$ cat src/core/frame_header_indicator_framer_map.vh
// Register map, field positions and frame layout constants of the header framer.
// Assumes a 32-bit APB bus with 8-bit byte addresses and one protocol clock.
//
// Behaviour
// - Send header, then payload, then trailer.
// - Fields go left to right; reserved first.
// - Five-byte header in fixed field order.
// - Transmitted reserved bit always zero.
// - Received reserved bit accepted either way.
// - Received reserved bit kept for frame check.
// - Vector flag one: payload starts with vector.
// - Vector flag zero: no vector in payload.
// - Null frame sends zero bytes, vector flag cleared.
// - Null frame payload marked unusable on receive.
// - Timebase flag zero: excluded from synchronisation.
// - Timebase flag one: used if otherwise accepted.
// - Null timebase frames still give arrival time.
// - Coldstart flag only with timebase flag set.
// - Timebase frames only in static segment.
// - Coldstart flag necessary, not sufficient, on receive.
// - Slot identifier 11 bits, MSB first, zero invalid.
// - Length field 7 bits, half byte count.
// - Check header code, preset value, over 20 bits.
// - Cycle number 6 bits, MSB first, last.
`ifndef FRAME_HEADER_INDICATOR_FRAMER_MAP_VH
`define FRAME_HEADER_INDICATOR_FRAMER_MAP_VH

// ==========================================================
// Register offsets
`define REG_CTRL        8'h00
`define REG_TXFIELD     8'h04
`define REG_TXCHECK     8'h08
`define REG_COMMAND     8'h0C
`define REG_STATUS      8'h10
`define REG_RXFIELD     8'h14
`define REG_RXCHECK     8'h18

// ==========================================================
// Control fields
`define CTRL_VECTOR     0
`define CTRL_VALID      1
`define CTRL_TIMEBASE   2
`define CTRL_COLDSTART  3
`define CTRL_DYNAMIC    4
`define CTRL_WIDTH      5
`define CTRL_RESET      5'h02

// ==========================================================
// Field positions inside the transmit and receive field and check words
`define SLOT_LSB        0
`define SLOT_MSB        10
`define LEN_LSB         16
`define LEN_MSB         22
`define CHECK_LSB       0
`define CHECK_MSB       10
`define CYCLE_LSB       16
`define CYCLE_MSB       21
`define RXFLAG_LSB      24

// ==========================================================
// Status bits and the command send bit
`define ST_BUSY         0
`define ST_CFGERR       1
`define ST_ORDERERR     2
`define ST_SEGERR       3
`define CMD_SEND        0

// ==========================================================
// Frame layout
`define HDR_BITS        6'd40
`define BYTE_BITS       6'd8
`define TRL_BITS        6'd24
`define CHECK_INIT      11'h01A
`define CHECK_POLY      11'h385
`define CHECK_DATA      20

`endif

$ cat src/core/frame_header_indicator_framer.v
// Header framer: builds and serialises frames, and decodes received headers.
// Assumes the bit encoder and decoder run on the same clock and hand bits
// one at a time, valid/ready on the transmit side and valid only on receive; trailer code comes from outside.
//
// The APB register port and the address map were left to the implementer.
`timescale 1ns/1ps
`default_nettype none
`include "frame_header_indicator_framer_map.vh"

module frame_header_indicator_framer
#(
   parameter SLOT_W  = 11,
   parameter LEN_W   = 7,
   parameter CHECK_W = 11,
   parameter CYCLE_W = 6
)
(
   input  wire        clock,
   input  wire        reset,
   input  wire        clockEnable,
   input  wire        psel,
   input  wire        penable,
   input  wire        pwrite,
   input  wire [7:0]  paddr,
   input  wire [31:0] pwdata,
   output reg  [31:0] prdata,
   output reg         pready,
   output reg         pslverr,
   input  wire [7:0]  payByte,
   output reg         payTake,
   input  wire [23:0] trailerCode,
   output wire        txBit,
   output reg         txValid,
   input  wire        txReady,
   output reg         txDone,
   input  wire        rxStart,
   input  wire        rxBit,
   input  wire        rxValid,
   output reg         rxDone,
   output reg         rxReserved,
   output reg         rxPayloadVector,
   output reg         rxPayloadValid,
   output reg         rxTimebase,
   output reg         rxColdstart,
   output reg  [10:0] rxSlot,
   output reg  [6:0]  rxLength,
   output reg  [5:0]  rxCycle,
   output reg         rxCheckOk,
   output reg         rxSyncUse,
   output reg         rxStartupCandidate,
   output reg         rxPayloadUsable
);

   // ==========================================================
   // Transmit states
   localparam [1:0] ST_IDLE = 2'b00;
   localparam [1:0] ST_HDR  = 2'b01;
   localparam [1:0] ST_PAY  = 2'b10;
   localparam [1:0] ST_TRL  = 2'b11;

   // ==========================================================
   // Registers
   reg [`CTRL_WIDTH-1:0] ctrl_r;
   reg [SLOT_W-1:0]      txSlot_r;
   reg [LEN_W-1:0]       txLength_r;
   reg [CHECK_W-1:0]     txCheck_r;
   reg [CYCLE_W-1:0]     txCycle_r;
   reg                   cfgErr_r;
   reg                   segErr_r;
   reg                   orderErr_r;
   reg [1:0]             state_r;
   reg [39:0]            shift_r;
   reg [5:0]             bitCnt_r;
   reg [7:0]             byteCnt_r;
   reg                   txNull_r;
   reg [39:0]            rxShift_r;
   reg [5:0]             rxCnt_r;
   reg [CHECK_W-1:0]     rxCheck_r;

   wire apbAccess = psel & penable & pready;
   wire apbWrite  = apbAccess & pwrite;
   wire bitTaken  = txValid & txReady;
   wire lastBit   = (bitCnt_r == 6'd0);

   // ==========================================================
   // Header check code over timebase, coldstart, slot and length
   function [10:0] headerCheck;
      input [19:0] data;
      integer      i;
      reg   [10:0] crc;
      begin
         crc = `CHECK_INIT;
         for (i = `CHECK_DATA - 1; i >= 0; i = i - 1)
            crc = {crc[9:0], 1'b0} ^ ((data[i] ^ crc[10]) ? `CHECK_POLY : 11'h000);
         headerCheck = crc;
      end
   endfunction

   // ==========================================================
   // Send request checks
   wire sendReq       = apbWrite & (paddr == `REG_COMMAND) & pwdata[`CMD_SEND];
   wire wantTimebase  = ctrl_r[`CTRL_TIMEBASE];
   wire wantColdstart = ctrl_r[`CTRL_COLDSTART];
   wire wantValid     = ctrl_r[`CTRL_VALID];
   wire badPairing    = wantColdstart & ~wantTimebase;
   wire badSegment    = wantTimebase & ctrl_r[`CTRL_DYNAMIC];
   wire busy          = (state_r != ST_IDLE);
   wire sendOk        = sendReq & ~busy & ~badPairing & ~badSegment;
   wire refuse        = sendReq & ~busy;
   wire stClear       = apbWrite & (paddr == `REG_STATUS);
   // Null frame forces the vector flag low; reserved bit is a constant zero
   wire        txVectorBit = ctrl_r[`CTRL_VECTOR] & wantValid;
   wire [39:0] txHeader    = {1'b0,
                              txVectorBit, wantValid,
                              wantTimebase, wantColdstart,
                              txSlot_r,
                              txLength_r,
                              txCheck_r,
                              txCycle_r};
   wire [7:0]  nextByte    = txNull_r ? 8'h00 : payByte;
   wire        hasPayload  = (txLength_r != {LEN_W{1'b0}});

   // ==========================================================
   // APB registers and flags
   always @(posedge clock)
   begin
      if (reset)
      begin
         ctrl_r     <= `CTRL_RESET;
         txSlot_r   <= {SLOT_W{1'b0}};
         txLength_r <= {LEN_W{1'b0}};
         txCheck_r  <= {CHECK_W{1'b0}};
         txCycle_r  <= {CYCLE_W{1'b0}};
         cfgErr_r   <= 1'b0;
         segErr_r   <= 1'b0;
         orderErr_r <= 1'b0;
      end
      else if (clockEnable)
      begin
         if (apbWrite & ~busy)
         begin
            // Frame fields are frozen while a frame is on the wire
            case (paddr)
               `REG_CTRL:
               begin
                  ctrl_r <= pwdata[`CTRL_WIDTH-1:0];
               end
               `REG_TXFIELD:
               begin
                  txSlot_r   <= pwdata[`SLOT_MSB:`SLOT_LSB];
                  txLength_r <= pwdata[`LEN_MSB:`LEN_LSB];
               end
               `REG_TXCHECK:
               begin
                  txCheck_r <= pwdata[`CHECK_MSB:`CHECK_LSB];
                  txCycle_r <= pwdata[`CYCLE_MSB:`CYCLE_LSB];
               end
               default:
               begin
               end
            endcase
         end
         // Writing one clears a flag; a new refusal in the same cycle wins
         cfgErr_r   <= (cfgErr_r & ~(stClear & pwdata[`ST_CFGERR])) | (refuse & (badPairing | badSegment));
         orderErr_r <= (orderErr_r & ~(stClear & pwdata[`ST_ORDERERR])) | (refuse & badPairing);
         segErr_r   <= (segErr_r & ~(stClear & pwdata[`ST_SEGERR])) | (refuse & badSegment);
      end
   end

   // ==========================================================
   // APB answer: one wait state, error on unmapped offsets
   reg [31:0] readMux;
   reg        mapped;
   always @*
   begin
      readMux = 32'h0000_0000;
      mapped  = 1'b1;
      case (paddr)
         `REG_CTRL:
         begin
            readMux[`CTRL_WIDTH-1:0] = ctrl_r;
         end
         `REG_TXFIELD:
         begin
            readMux[`SLOT_MSB:`SLOT_LSB] = txSlot_r;
            readMux[`LEN_MSB:`LEN_LSB]   = txLength_r;
         end
         `REG_TXCHECK:
         begin
            readMux[`CHECK_MSB:`CHECK_LSB] = txCheck_r;
            readMux[`CYCLE_MSB:`CYCLE_LSB] = txCycle_r;
         end
         `REG_STATUS:
         begin
            readMux[`ST_BUSY]     = busy;
            readMux[`ST_CFGERR]   = cfgErr_r;
            readMux[`ST_ORDERERR] = orderErr_r;
            readMux[`ST_SEGERR]   = segErr_r;
         end
         `REG_RXFIELD:
         begin
            readMux[`SLOT_MSB:`SLOT_LSB] = rxSlot;
            readMux[`LEN_MSB:`LEN_LSB]   = rxLength;
            readMux[`RXFLAG_LSB+4:`RXFLAG_LSB] = {rxReserved, rxPayloadVector,
                                                  rxPayloadValid, rxTimebase, rxColdstart};
         end
         `REG_RXCHECK:
         begin
            readMux[`CHECK_MSB:`CHECK_LSB] = rxCheck_r;
            readMux[`CYCLE_MSB:`CYCLE_LSB] = rxCycle;
            readMux[`RXFLAG_LSB+3:`RXFLAG_LSB] = {rxCheckOk, rxSyncUse,
                                                  rxStartupCandidate, rxPayloadUsable};
         end
         default:
         begin
            mapped = (paddr == `REG_COMMAND);                           // Command word reads as zero
         end
      endcase
   end

   always @(posedge clock)
   begin
      if (reset)
      begin
         pready  <= 1'b0;
         pslverr <= 1'b0;
         prdata  <= 32'h0000_0000;
      end
      else if (clockEnable)
      begin
         pready  <= psel & penable & ~pready;
         pslverr <= psel & penable & ~pready & ~mapped;
         prdata  <= (psel & penable & ~pready & ~pwrite) ? readMux : 32'h0000_0000;
      end
   end

   // ==========================================================
   // Transmit serialiser: header, payload bytes, trailer
   assign txBit = shift_r[39];
   always @(posedge clock)
   begin
      if (reset)
      begin
         state_r   <= ST_IDLE;
         shift_r   <= 40'h00_0000_0000;
         bitCnt_r  <= 6'd0;
         byteCnt_r <= 8'h00;
         txNull_r  <= 1'b0;
         txValid   <= 1'b0;
         txDone    <= 1'b0;
         payTake   <= 1'b0;
      end
      else if (clockEnable)
      begin
         txDone  <= 1'b0;
         payTake <= 1'b0;
         case (state_r)
            ST_IDLE:
            begin
               if (sendOk)
               begin
                  shift_r   <= txHeader;
                  bitCnt_r  <= `HDR_BITS - 6'd1;
                  byteCnt_r <= {txLength_r, 1'b0};
                  txNull_r  <= ~wantValid;
                  txValid   <= 1'b1;
                  state_r   <= ST_HDR;
               end
            end
            ST_HDR, ST_PAY, ST_TRL:
            begin
               if (bitTaken & ~lastBit)
               begin
                  shift_r  <= {shift_r[38:0], 1'b0};
                  bitCnt_r <= bitCnt_r - 6'd1;
               end
               else if (bitTaken & (state_r == ST_TRL))
               begin
                  txValid <= 1'b0;
                  txDone  <= 1'b1;
                  state_r <= ST_IDLE;
               end
               else if (bitTaken & ((state_r == ST_HDR) ? hasPayload : (byteCnt_r != 8'h00)))
               begin
                  // Next payload byte; the source sees one take pulse per byte
                  shift_r   <= {nextByte, 32'h0000_0000};
                  bitCnt_r  <= `BYTE_BITS - 6'd1;
                  byteCnt_r <= byteCnt_r - 8'h01;
                  payTake   <= 1'b1;
                  state_r   <= ST_PAY;
               end
               else if (bitTaken)
               begin
                  shift_r  <= {trailerCode, 16'h0000};
                  bitCnt_r <= `TRL_BITS - 6'd1;
                  state_r  <= ST_TRL;
               end
            end
            default:
            begin
               state_r <= ST_IDLE;
            end
         endcase
      end
   end

   // ==========================================================
   // Receive header decoder
   // The reserved bit stays in the shifted word so the frame check sees it
   wire [39:0] rxWord   = {rxShift_r[38:0], rxBit};
   wire        rxLast   = rxValid & (rxCnt_r == `HDR_BITS - 6'd1);
   wire [10:0] rxCalc   = headerCheck(rxWord[36:17]);
   wire        rxGood   = (rxCalc == rxWord[16:6]);
   wire        rxSlotOk = (rxWord[34:24] != 11'h000);

   always @(posedge clock)
   begin
      if (reset)
      begin
         rxShift_r          <= 40'h00_0000_0000;
         rxCnt_r            <= 6'd0;
         rxCheck_r          <= {CHECK_W{1'b0}};
         rxDone             <= 1'b0;
         rxReserved         <= 1'b0;
         rxPayloadVector    <= 1'b0;
         rxPayloadValid     <= 1'b0;
         rxTimebase         <= 1'b0;
         rxColdstart        <= 1'b0;
         rxSlot             <= 11'h000;
         rxLength           <= 7'h00;
         rxCycle            <= 6'h00;
         rxCheckOk          <= 1'b0;
         rxSyncUse          <= 1'b0;
         rxStartupCandidate <= 1'b0;
         rxPayloadUsable    <= 1'b0;
      end
      else if (clockEnable)
      begin
         rxDone <= 1'b0;
         if (rxStart)
         begin
            rxCnt_r <= 6'd0;
         end
         else if (rxValid & (rxCnt_r < `HDR_BITS))
         begin
            rxShift_r <= rxWord;
            rxCnt_r   <= rxCnt_r + 6'd1;
         end
         if (~rxStart & rxLast)
         begin
            rxDone          <= 1'b1;
            rxReserved      <= rxWord[39];
            rxPayloadVector <= rxWord[38];
            rxPayloadValid  <= rxWord[37];
            rxTimebase      <= rxWord[36];
            rxColdstart     <= rxWord[35];
            rxSlot          <= rxWord[34:24];
            rxLength        <= rxWord[23:17];
            rxCheck_r       <= rxWord[16:6];
            rxCycle         <= rxWord[5:0];
            rxCheckOk       <= rxGood;
            // Null frames still feed timing when all else is accepted
            rxSyncUse       <= rxWord[36] & rxGood & rxSlotOk;
            // Only a hint: startup logic applies its own further checks
            rxStartupCandidate <= rxWord[35] & rxWord[36] & rxGood & rxSlotOk;
            rxPayloadUsable <= rxWord[37] & rxGood & rxSlotOk;
         end
      end
   end

endmodule
`default_nettype wire

$ cat config.mk
export PLATFORM = sky130hd
export DESIGN_NAME = frame_header_indicator_framer
export DESIGN_NICKNAME = d
export VERILOG_FILES = /design/src/core/frame_header_indicator_framer.v
export VERILOG_INCLUDE_DIRS = /design/src /design/src/core
export SDC_FILE = /design/constraint.sdc
export NUM_CORES = 1
export LEC_CHECK = 0
export ABC_AREA = 1
export ABC_CLOCK_PERIOD_IN_PS = 3600
export BUFFER_PORTS_ARGS = -buffer_cell sky130_fd_sc_hd__buf_4
export CAP_MARGIN = 20
export CORE_MARGIN = 3
export CORE_UTILIZATION = 30
export DETAILED_ROUTE_END_ITERATION = 8
export SETUP_SLACK_MARGIN = 0.02
export SLEW_MARGIN = 5
export SYNTH_ARGS = -nofsm -noshare
export SYNTH_HDL_FRONTEND = slang
export SYNTH_SLANG_ARGS = --single-unit
export TNS_END_PERCENT = 30
$ cat constraint.sdc
create_clock -name clock -period 3.6 [get_ports clock]
set_input_delay 0.36 -clock clock [delete_from_list [all_inputs] [get_ports clock]]
set_output_delay 0.36 -clock clock [all_outputs]
set_load 0.01 [all_outputs]
Yosys cells after proc, flatten, opt, wreduce, memory -nomap -nowiden:

Index checks and enable logic that the tools add are counted.

* bitwise gates (word level): 95
* $lt $le $gt $ge: 1
* multiplexer cells: 68
* add/subtract/negate cells: 3
* equality and inequality tests: 19
* reduce and logical (&&, ||, !) cells: 21

Operator list (count)
* $xor A11 B10 Y11: 19
* $mux W10: 20
* $mux W40: 5
* $pmux W40 S2: 1
* $pmux W6 S4: 2
* $mux W6: 7
* $mux W8: 5
* $and A1 B1 Y1: 39
* $mux W29: 1
* $eq A8 B5 Y1 const B: 3
* $pmux W4 S6: 1
* $xor A1 B1 Y1: 18
* $eq A8 B4 Y1 const B: 2
* $pmux W8 S2: 1
* $reduce_and A3 Y1: 5
* $mux W1: 14
* $not A1 Y1: 13
* $pmux W6 S2: 1
* $reduce_and A4 Y1: 3
* $eq A11 B11 Y1: 1
* $reduce_bool A11 Y1: 1
* $mux W2: 5
* $ne A2 B2 Y1 const B: 5
* $eq A8 B3 Y1 const B: 1
* other kinds (26): 34

* input bits: 82
* logic and storage cells: 242
* register bits: 227

Logic depth before layout (Yosys ltp):

* word-level depth: 60
* mapped depth: 35

Worst setup path before layout:

Ideal clock, no wire load.

* path kind: reg-to-reg
* start point: reg rxShift_r[31]
* end point: reg rxStartupCandidate
* data arrival time: 2969 ps
* clock period less this slack: 3101 ps
* data required time: 3468 ps
* cell stages (with the launch flop): 34
* path slack: 499 ps
* buffers on the path: 0
* path through: dfxtp_1 > inv_2 > ha_1 > inv_1 > nand2_1 > nand2_1 > inv_1 > nand2_1 > nand2_1 > nand2_1 > nand2_2 > inv_2 > nand2_1 > nand2_2 > inv_2 > nand2_4 > nand3_1 > nand2_1 > inv_1 > nand2_2 > nand2_2 > nand2_4 > nand2_4 > nand2_2 > nand2_2 > nand2_2 > nand2_2 > nand2_1 > nand2_1 > and2_1 > nand2_1 > nand2_1 > nand4_1 > a21oi_1

* longest elaborated chain between the ends: 35

Ends and longest elaborated chain
* from (decl): line frame_header_indicator_framer.v:76 `reg [39:0] rxShift_r;`
* from (signal assigned): line frame_header_indicator_framer.v:346 `rxShift_r <= rxWord;`
* $xor A1 B1 Y1: line frame_header_indicator_framer.v:94 `` crc = {crc[9:0], 1'b0} ^ ((data[i] ^ crc[10]) ? `CHECK_POLY : 11'h000); ``
* $mux W10: line frame_header_indicator_framer.v:94
* $xor A11 B10 Y11 (2 in series): line frame_header_indicator_framer.v:94
* $xor A1 B1 Y1 or $xor A11 B10 Y11 (tied branches): line frame_header_indicator_framer.v:94
* $mux W10 or $xor A1 B1 Y1 (tied branches): line frame_header_indicator_framer.v:94
* $xor A11 B10 Y11 or $mux W10 (tied branches): line frame_header_indicator_framer.v:94
* $xor A11 B10 Y11: line frame_header_indicator_framer.v:94
* $xor A1 B1 Y1 or $xor A11 B10 Y11 (tied branches): line frame_header_indicator_framer.v:94
* [... 18 more ...]
* $xor A11 B10 Y11: line frame_header_indicator_framer.v:94
* $xor A11 B10 Y11 or $xor A1 B1 Y1 (tied branches): line frame_header_indicator_framer.v:94
* $xor A1 B1 Y1 or $mux W10 (tied branches): line frame_header_indicator_framer.v:94
* $mux W10 or $xor A11 B10 Y11 (tied branches): line frame_header_indicator_framer.v:94
* $xor A11 B10 Y11: line frame_header_indicator_framer.v:94
* $eq A11 B11 Y1: line frame_header_indicator_framer.v:313 `wire rxGood = (rxCalc == rxWord[16:6]);`
* $and A1 B1 Y1: line frame_header_indicator_framer.v:365 `rxStartupCandidate <= rxWord[35] & rxWord[36] & rxGood & rxSlotOk;`
* $and A1 B1 Y1 *: line frame_header_indicator_framer.v:365
* to (signal assigned): line frame_header_indicator_framer.v:365
* to (decl): line frame_header_indicator_framer.v:50 `output reg rxStartupCandidate,`

Mark *: on every way between the ends. The rest lies on a longest branch, timed or not.
A chain may end at the register's enable or synchronous reset.

Worst setup path after layout:

* start point: reg rxShift_r[32]
* end point: reg rxStartupCandidate

* longest elaborated chain between the ends: 38

Ends and longest elaborated chain (line)
* $xor A1 B1 Y1: frame_header_indicator_framer.v:94
* $mux W10: frame_header_indicator_framer.v:94
* $xor A11 B10 Y11 (2 in series): frame_header_indicator_framer.v:94
* $xor A1 B1 Y1: frame_header_indicator_framer.v:94
* $mux W10: frame_header_indicator_framer.v:94
* $xor A11 B10 Y11 (2 in series): frame_header_indicator_framer.v:94
* $xor A1 B1 Y1: frame_header_indicator_framer.v:94
* $mux W10: frame_header_indicator_framer.v:94
* [... 19 more ...]
* $mux W10: frame_header_indicator_framer.v:94
* $xor A11 B10 Y11 (2 in series): frame_header_indicator_framer.v:94
* $xor A1 B1 Y1: frame_header_indicator_framer.v:94
* $mux W10: frame_header_indicator_framer.v:94
* $xor A11 B10 Y11: frame_header_indicator_framer.v:94
* $eq A11 B11 Y1: frame_header_indicator_framer.v:313
* $and A1 B1 Y1: frame_header_indicator_framer.v:365
* $and A1 B1 Y1 *: frame_header_indicator_framer.v:365

Marked as above.

==> results.yml <==
timing:
  setup_viol: 0
  max_freq_mhz: 301
  hold_violations: 0
  skew_ns: 0.0119
  layout_min_cycle_time_ns: 3.32
  timing.hold.ws_ns: 0.0753
  fin_ws_ns: 0.275
  tightest_slew_ns: 0.851
  finalCritPeriodShare_pct: 92.4
  drv_slew: 0
  relSlewSlack_pct: 43.2
die:
  initial_core_util_pct: 30.8
  dieHeight_um: 196
  rows: 68
  die_x_um: 196
  coreArea_um2: 35100
  fp.dieArea_um2: 38300
  io_pins: 154
run:
  max_cap_violations: 0
finish:
  drive_gt1_share_pct: 19.4
  fillCellCount: 3672
  regArea_um2: 4370
  multi_input_area_um2: 5600
  num_antenna_cells: 0
  areaGrowthSynthToFinish_pct: 22.7
  nets: 1696
  fin_util_pct: 37.8
yosys:
  seq_area_frac_synth_pct: 40.4
  synth_warnings: 0
  synth_edf_count: 0
  synthMuxAreaShare_pct: 0
  avgSynthCellArea_um2: 7.22
  synthAdderAreaFrac_pct: 0.811
  synth_area_um2: 10800
  synth_compound_area_share_pct: 22.5
  ys_seq_elements: 218
  synth_cell_types: 48
  synth_cells: 1496
  synth-simple-area-share_pct: 24.2
  synth_top_family_by_area: "simple AND/OR/NAND/NOR gates"
  synthFlopType: "dfxtp_1"
  async_flop_share_pct: 0
  synth_xor_area_share_pct: 2.83
clock_tree:
  cts-root-buf: "clkbuf_16"
  clk_pin_slew_ns: 0.06
  cts_tree: "yes"
  clkSinkCount: 218
  cts_buffer_depth: 3
  cts_made_buffers: 25
  ctsHoldBuffers: 0
  h-tree-depth: 1
  clock_latency_ns: 0.52
worst_setup_path:
  crit_family: "simple AND/OR/NAND/NOR gates"
  cp-start-kind: "flip-flop"
  crit_path_max_incr_delay_ns: 0.35
  setup.worst_path.end_class: "flip-flop"
  ff2ff_setup_slack_ns: 0.28
  crit_arrival_ns: 3.76
  crit_fanout: 6
  crit_type: "reg2reg"
  reg2reg_to: "rxStartupCandidate"
  cp_common_cell: "nand2_1"
  rr_worst_depth: 31
  worstPathRequired_ns: 4.03
  crit_start: "rxShift_r[32]"
  worst_path_max_delay_cell: "dfxtp_2"
  critPathBufInv: 5
  timing.rr.start: "rxShift_r[32]"
route:
  wl_per_cell_um: 16.3
  drc: 0
  dr_total_vias: 10400
  dr.pass1.iters: 6
  drtIter0Drc: 702
  detail-route-antenna-nets: 0
  viasPerCell: 5.01
  wl_um: 33800
power:
  p_leak_uw: 0.00527
  ir_drop_mv: 0.412
  power_density_nw_per_um2: 571
placed_design:
  gp_congestion: 0.875
  hpwl_um: 24600
  numPortBuffers: 130
  dp_slack_ns: 0.0775
global_route:
  grt_pass1_wl_um: 52900
  overflow: 0
  grt_pass1_vias: 9582
  antenna_found_initial: 0
  grt_max_degree: 110
  grt_usage_pct: 16.8
run_status:
  outcome: "complete, no violations"
min_path:
  min_path_type: "in2reg"
  min-delay-start: "pwdata[1]"
  hold-path-endpoint: "ctrl_r[1]"
  hold_depth: 3
[power by group]
part	internal, µW	switching [µW]
combinational	869	1610
clock	1560	1020
sequential	2470	42.2
total	4900	2670
[routing by layer]
layer / vias to the layer above / track usage (%) / wire [µm]
met5: - / 0 / 0
met4: 0 / 2.48 / 366
met3: 28 / 2.23 / 1800
met1: 4871 / 23.3 / 15600
met2: 260 / 28.5 / 16100
li1: 5262 / - / -
[how the worst max path moves through the flow]
stage                               endpoint  slack [ns]  cells after the start
after CTS                 rxStartupCandidate        0.07                     33
after detailed placement  rxStartupCandidate        0.08                     33
after floorplan           rxStartupCandidate        0.50                     33
after global placement    rxStartupCandidate        0.13                     33
final                     rxStartupCandidate        0.28                     31
after global routing      rxStartupCandidate       -0.04                     33
[worst register-to-register path, delay by kind of cell (launching register included)]
family,cells,cell delay [ns]
and+or+nand+nor,24,2.14
AOI/OAI and AO/OA,1,0.15
adders and majority gates,1,0.28
buffers and inverters,5,0.31
DFF,1,0.35
[what timing repair did]
item,in CTS,in global routing
setup buffers,0,5
gates resized for setup,0,31
endpoints found under the setup margin,0,4
[cells in the mapped netlist (17+ instances only)]
cell,instances,share of area [%]
a41oi_1,17,1.4
inv_1,139,4.8
o21ai_0,172,8.0
nand2_1,256,8.9
nand2_2,30,1.7
nor2_1,77,2.7
dfxtp_1,218,40
nand2_4,17,1.8
nand3_1,109,5.1
clkbuf_1,73,2.5
xor2_1,23,1.9
a21oi_1,184,8.5
[stage by stage]
| stage | total power [µW] | setup TNS, ns | cell area (µm²) | cells |
|---|---|---|---|---|
| 2_1_floorplan | 4380 | 0 | 10800 | 1504 |
| 3_3_place_gp | 4780 | 0 | 12200 | 2030 |
| 3_5_place_dp | 4840 | 0 | 12200 | 2030 |
| 4_1_cts | 7430 | 0 | 13100 | 2075 |
| 5_1_grt | 8000 | -0.0391 | 13300 | 2080 |
| 6_report | 7570 | 0 | 13300 | 2080 |
[kinds of logic after synthesis]
logic type,count (synthesis)
other cells,1
xor+xnor,34
flops,218
buf+inv,250
simple gates,547
compound gates,439
fa+ha+maj,7
[sequential cells by signal (all words and copies together) (netlist names), 2 cells and up]
name / flops
txLength_r: 7
txSlot_r: 11
rxCycle: 6
rxCheck_r: 11
txCycle_r: 6
ctrl_r: 5
prdata: 23
state_r: 2
rxSlot: 11
rxShift_r: 39
rxCnt_r: 6
txCheck_r: 11
shift_r: 40
bitCnt_r: 6
rxLength: 7
byteCnt_r: 8
[area by class of cell]
class | count | area share [%]
flip-flops and latches | 218 | 33.0
clock buffers | 42 | 6.26
well taps | 455 | 4.29
repair buffers | 165 | 9.47
clock inverters | 3 | 0.160
inverters | 161 | 4.60
multi-input cells | 1036 | 42.3
[cells in the final DEF (no fill, tap or decap), types with 9 or more instances in the layout]
cell         n
nor2_1      76
xnor2_1     10
inv_2       17
nand2_4     20
clkbuf_16   25
o21ai_0    172
buf_4      163
nand2_2     35
nand3_2     15
a41oi_1     17
a21oi_1    183
clkbuf_8    14
nand4_1     16
o22ai_1     11
o211ai_1     9
nand2_1    248
conb_1       9
a22oi_1     15
inv_1      137
xor2_1      23
nand3_1    104
dfxtp_1    215
nor3_1      15
(Power assumes the default switching activity.)
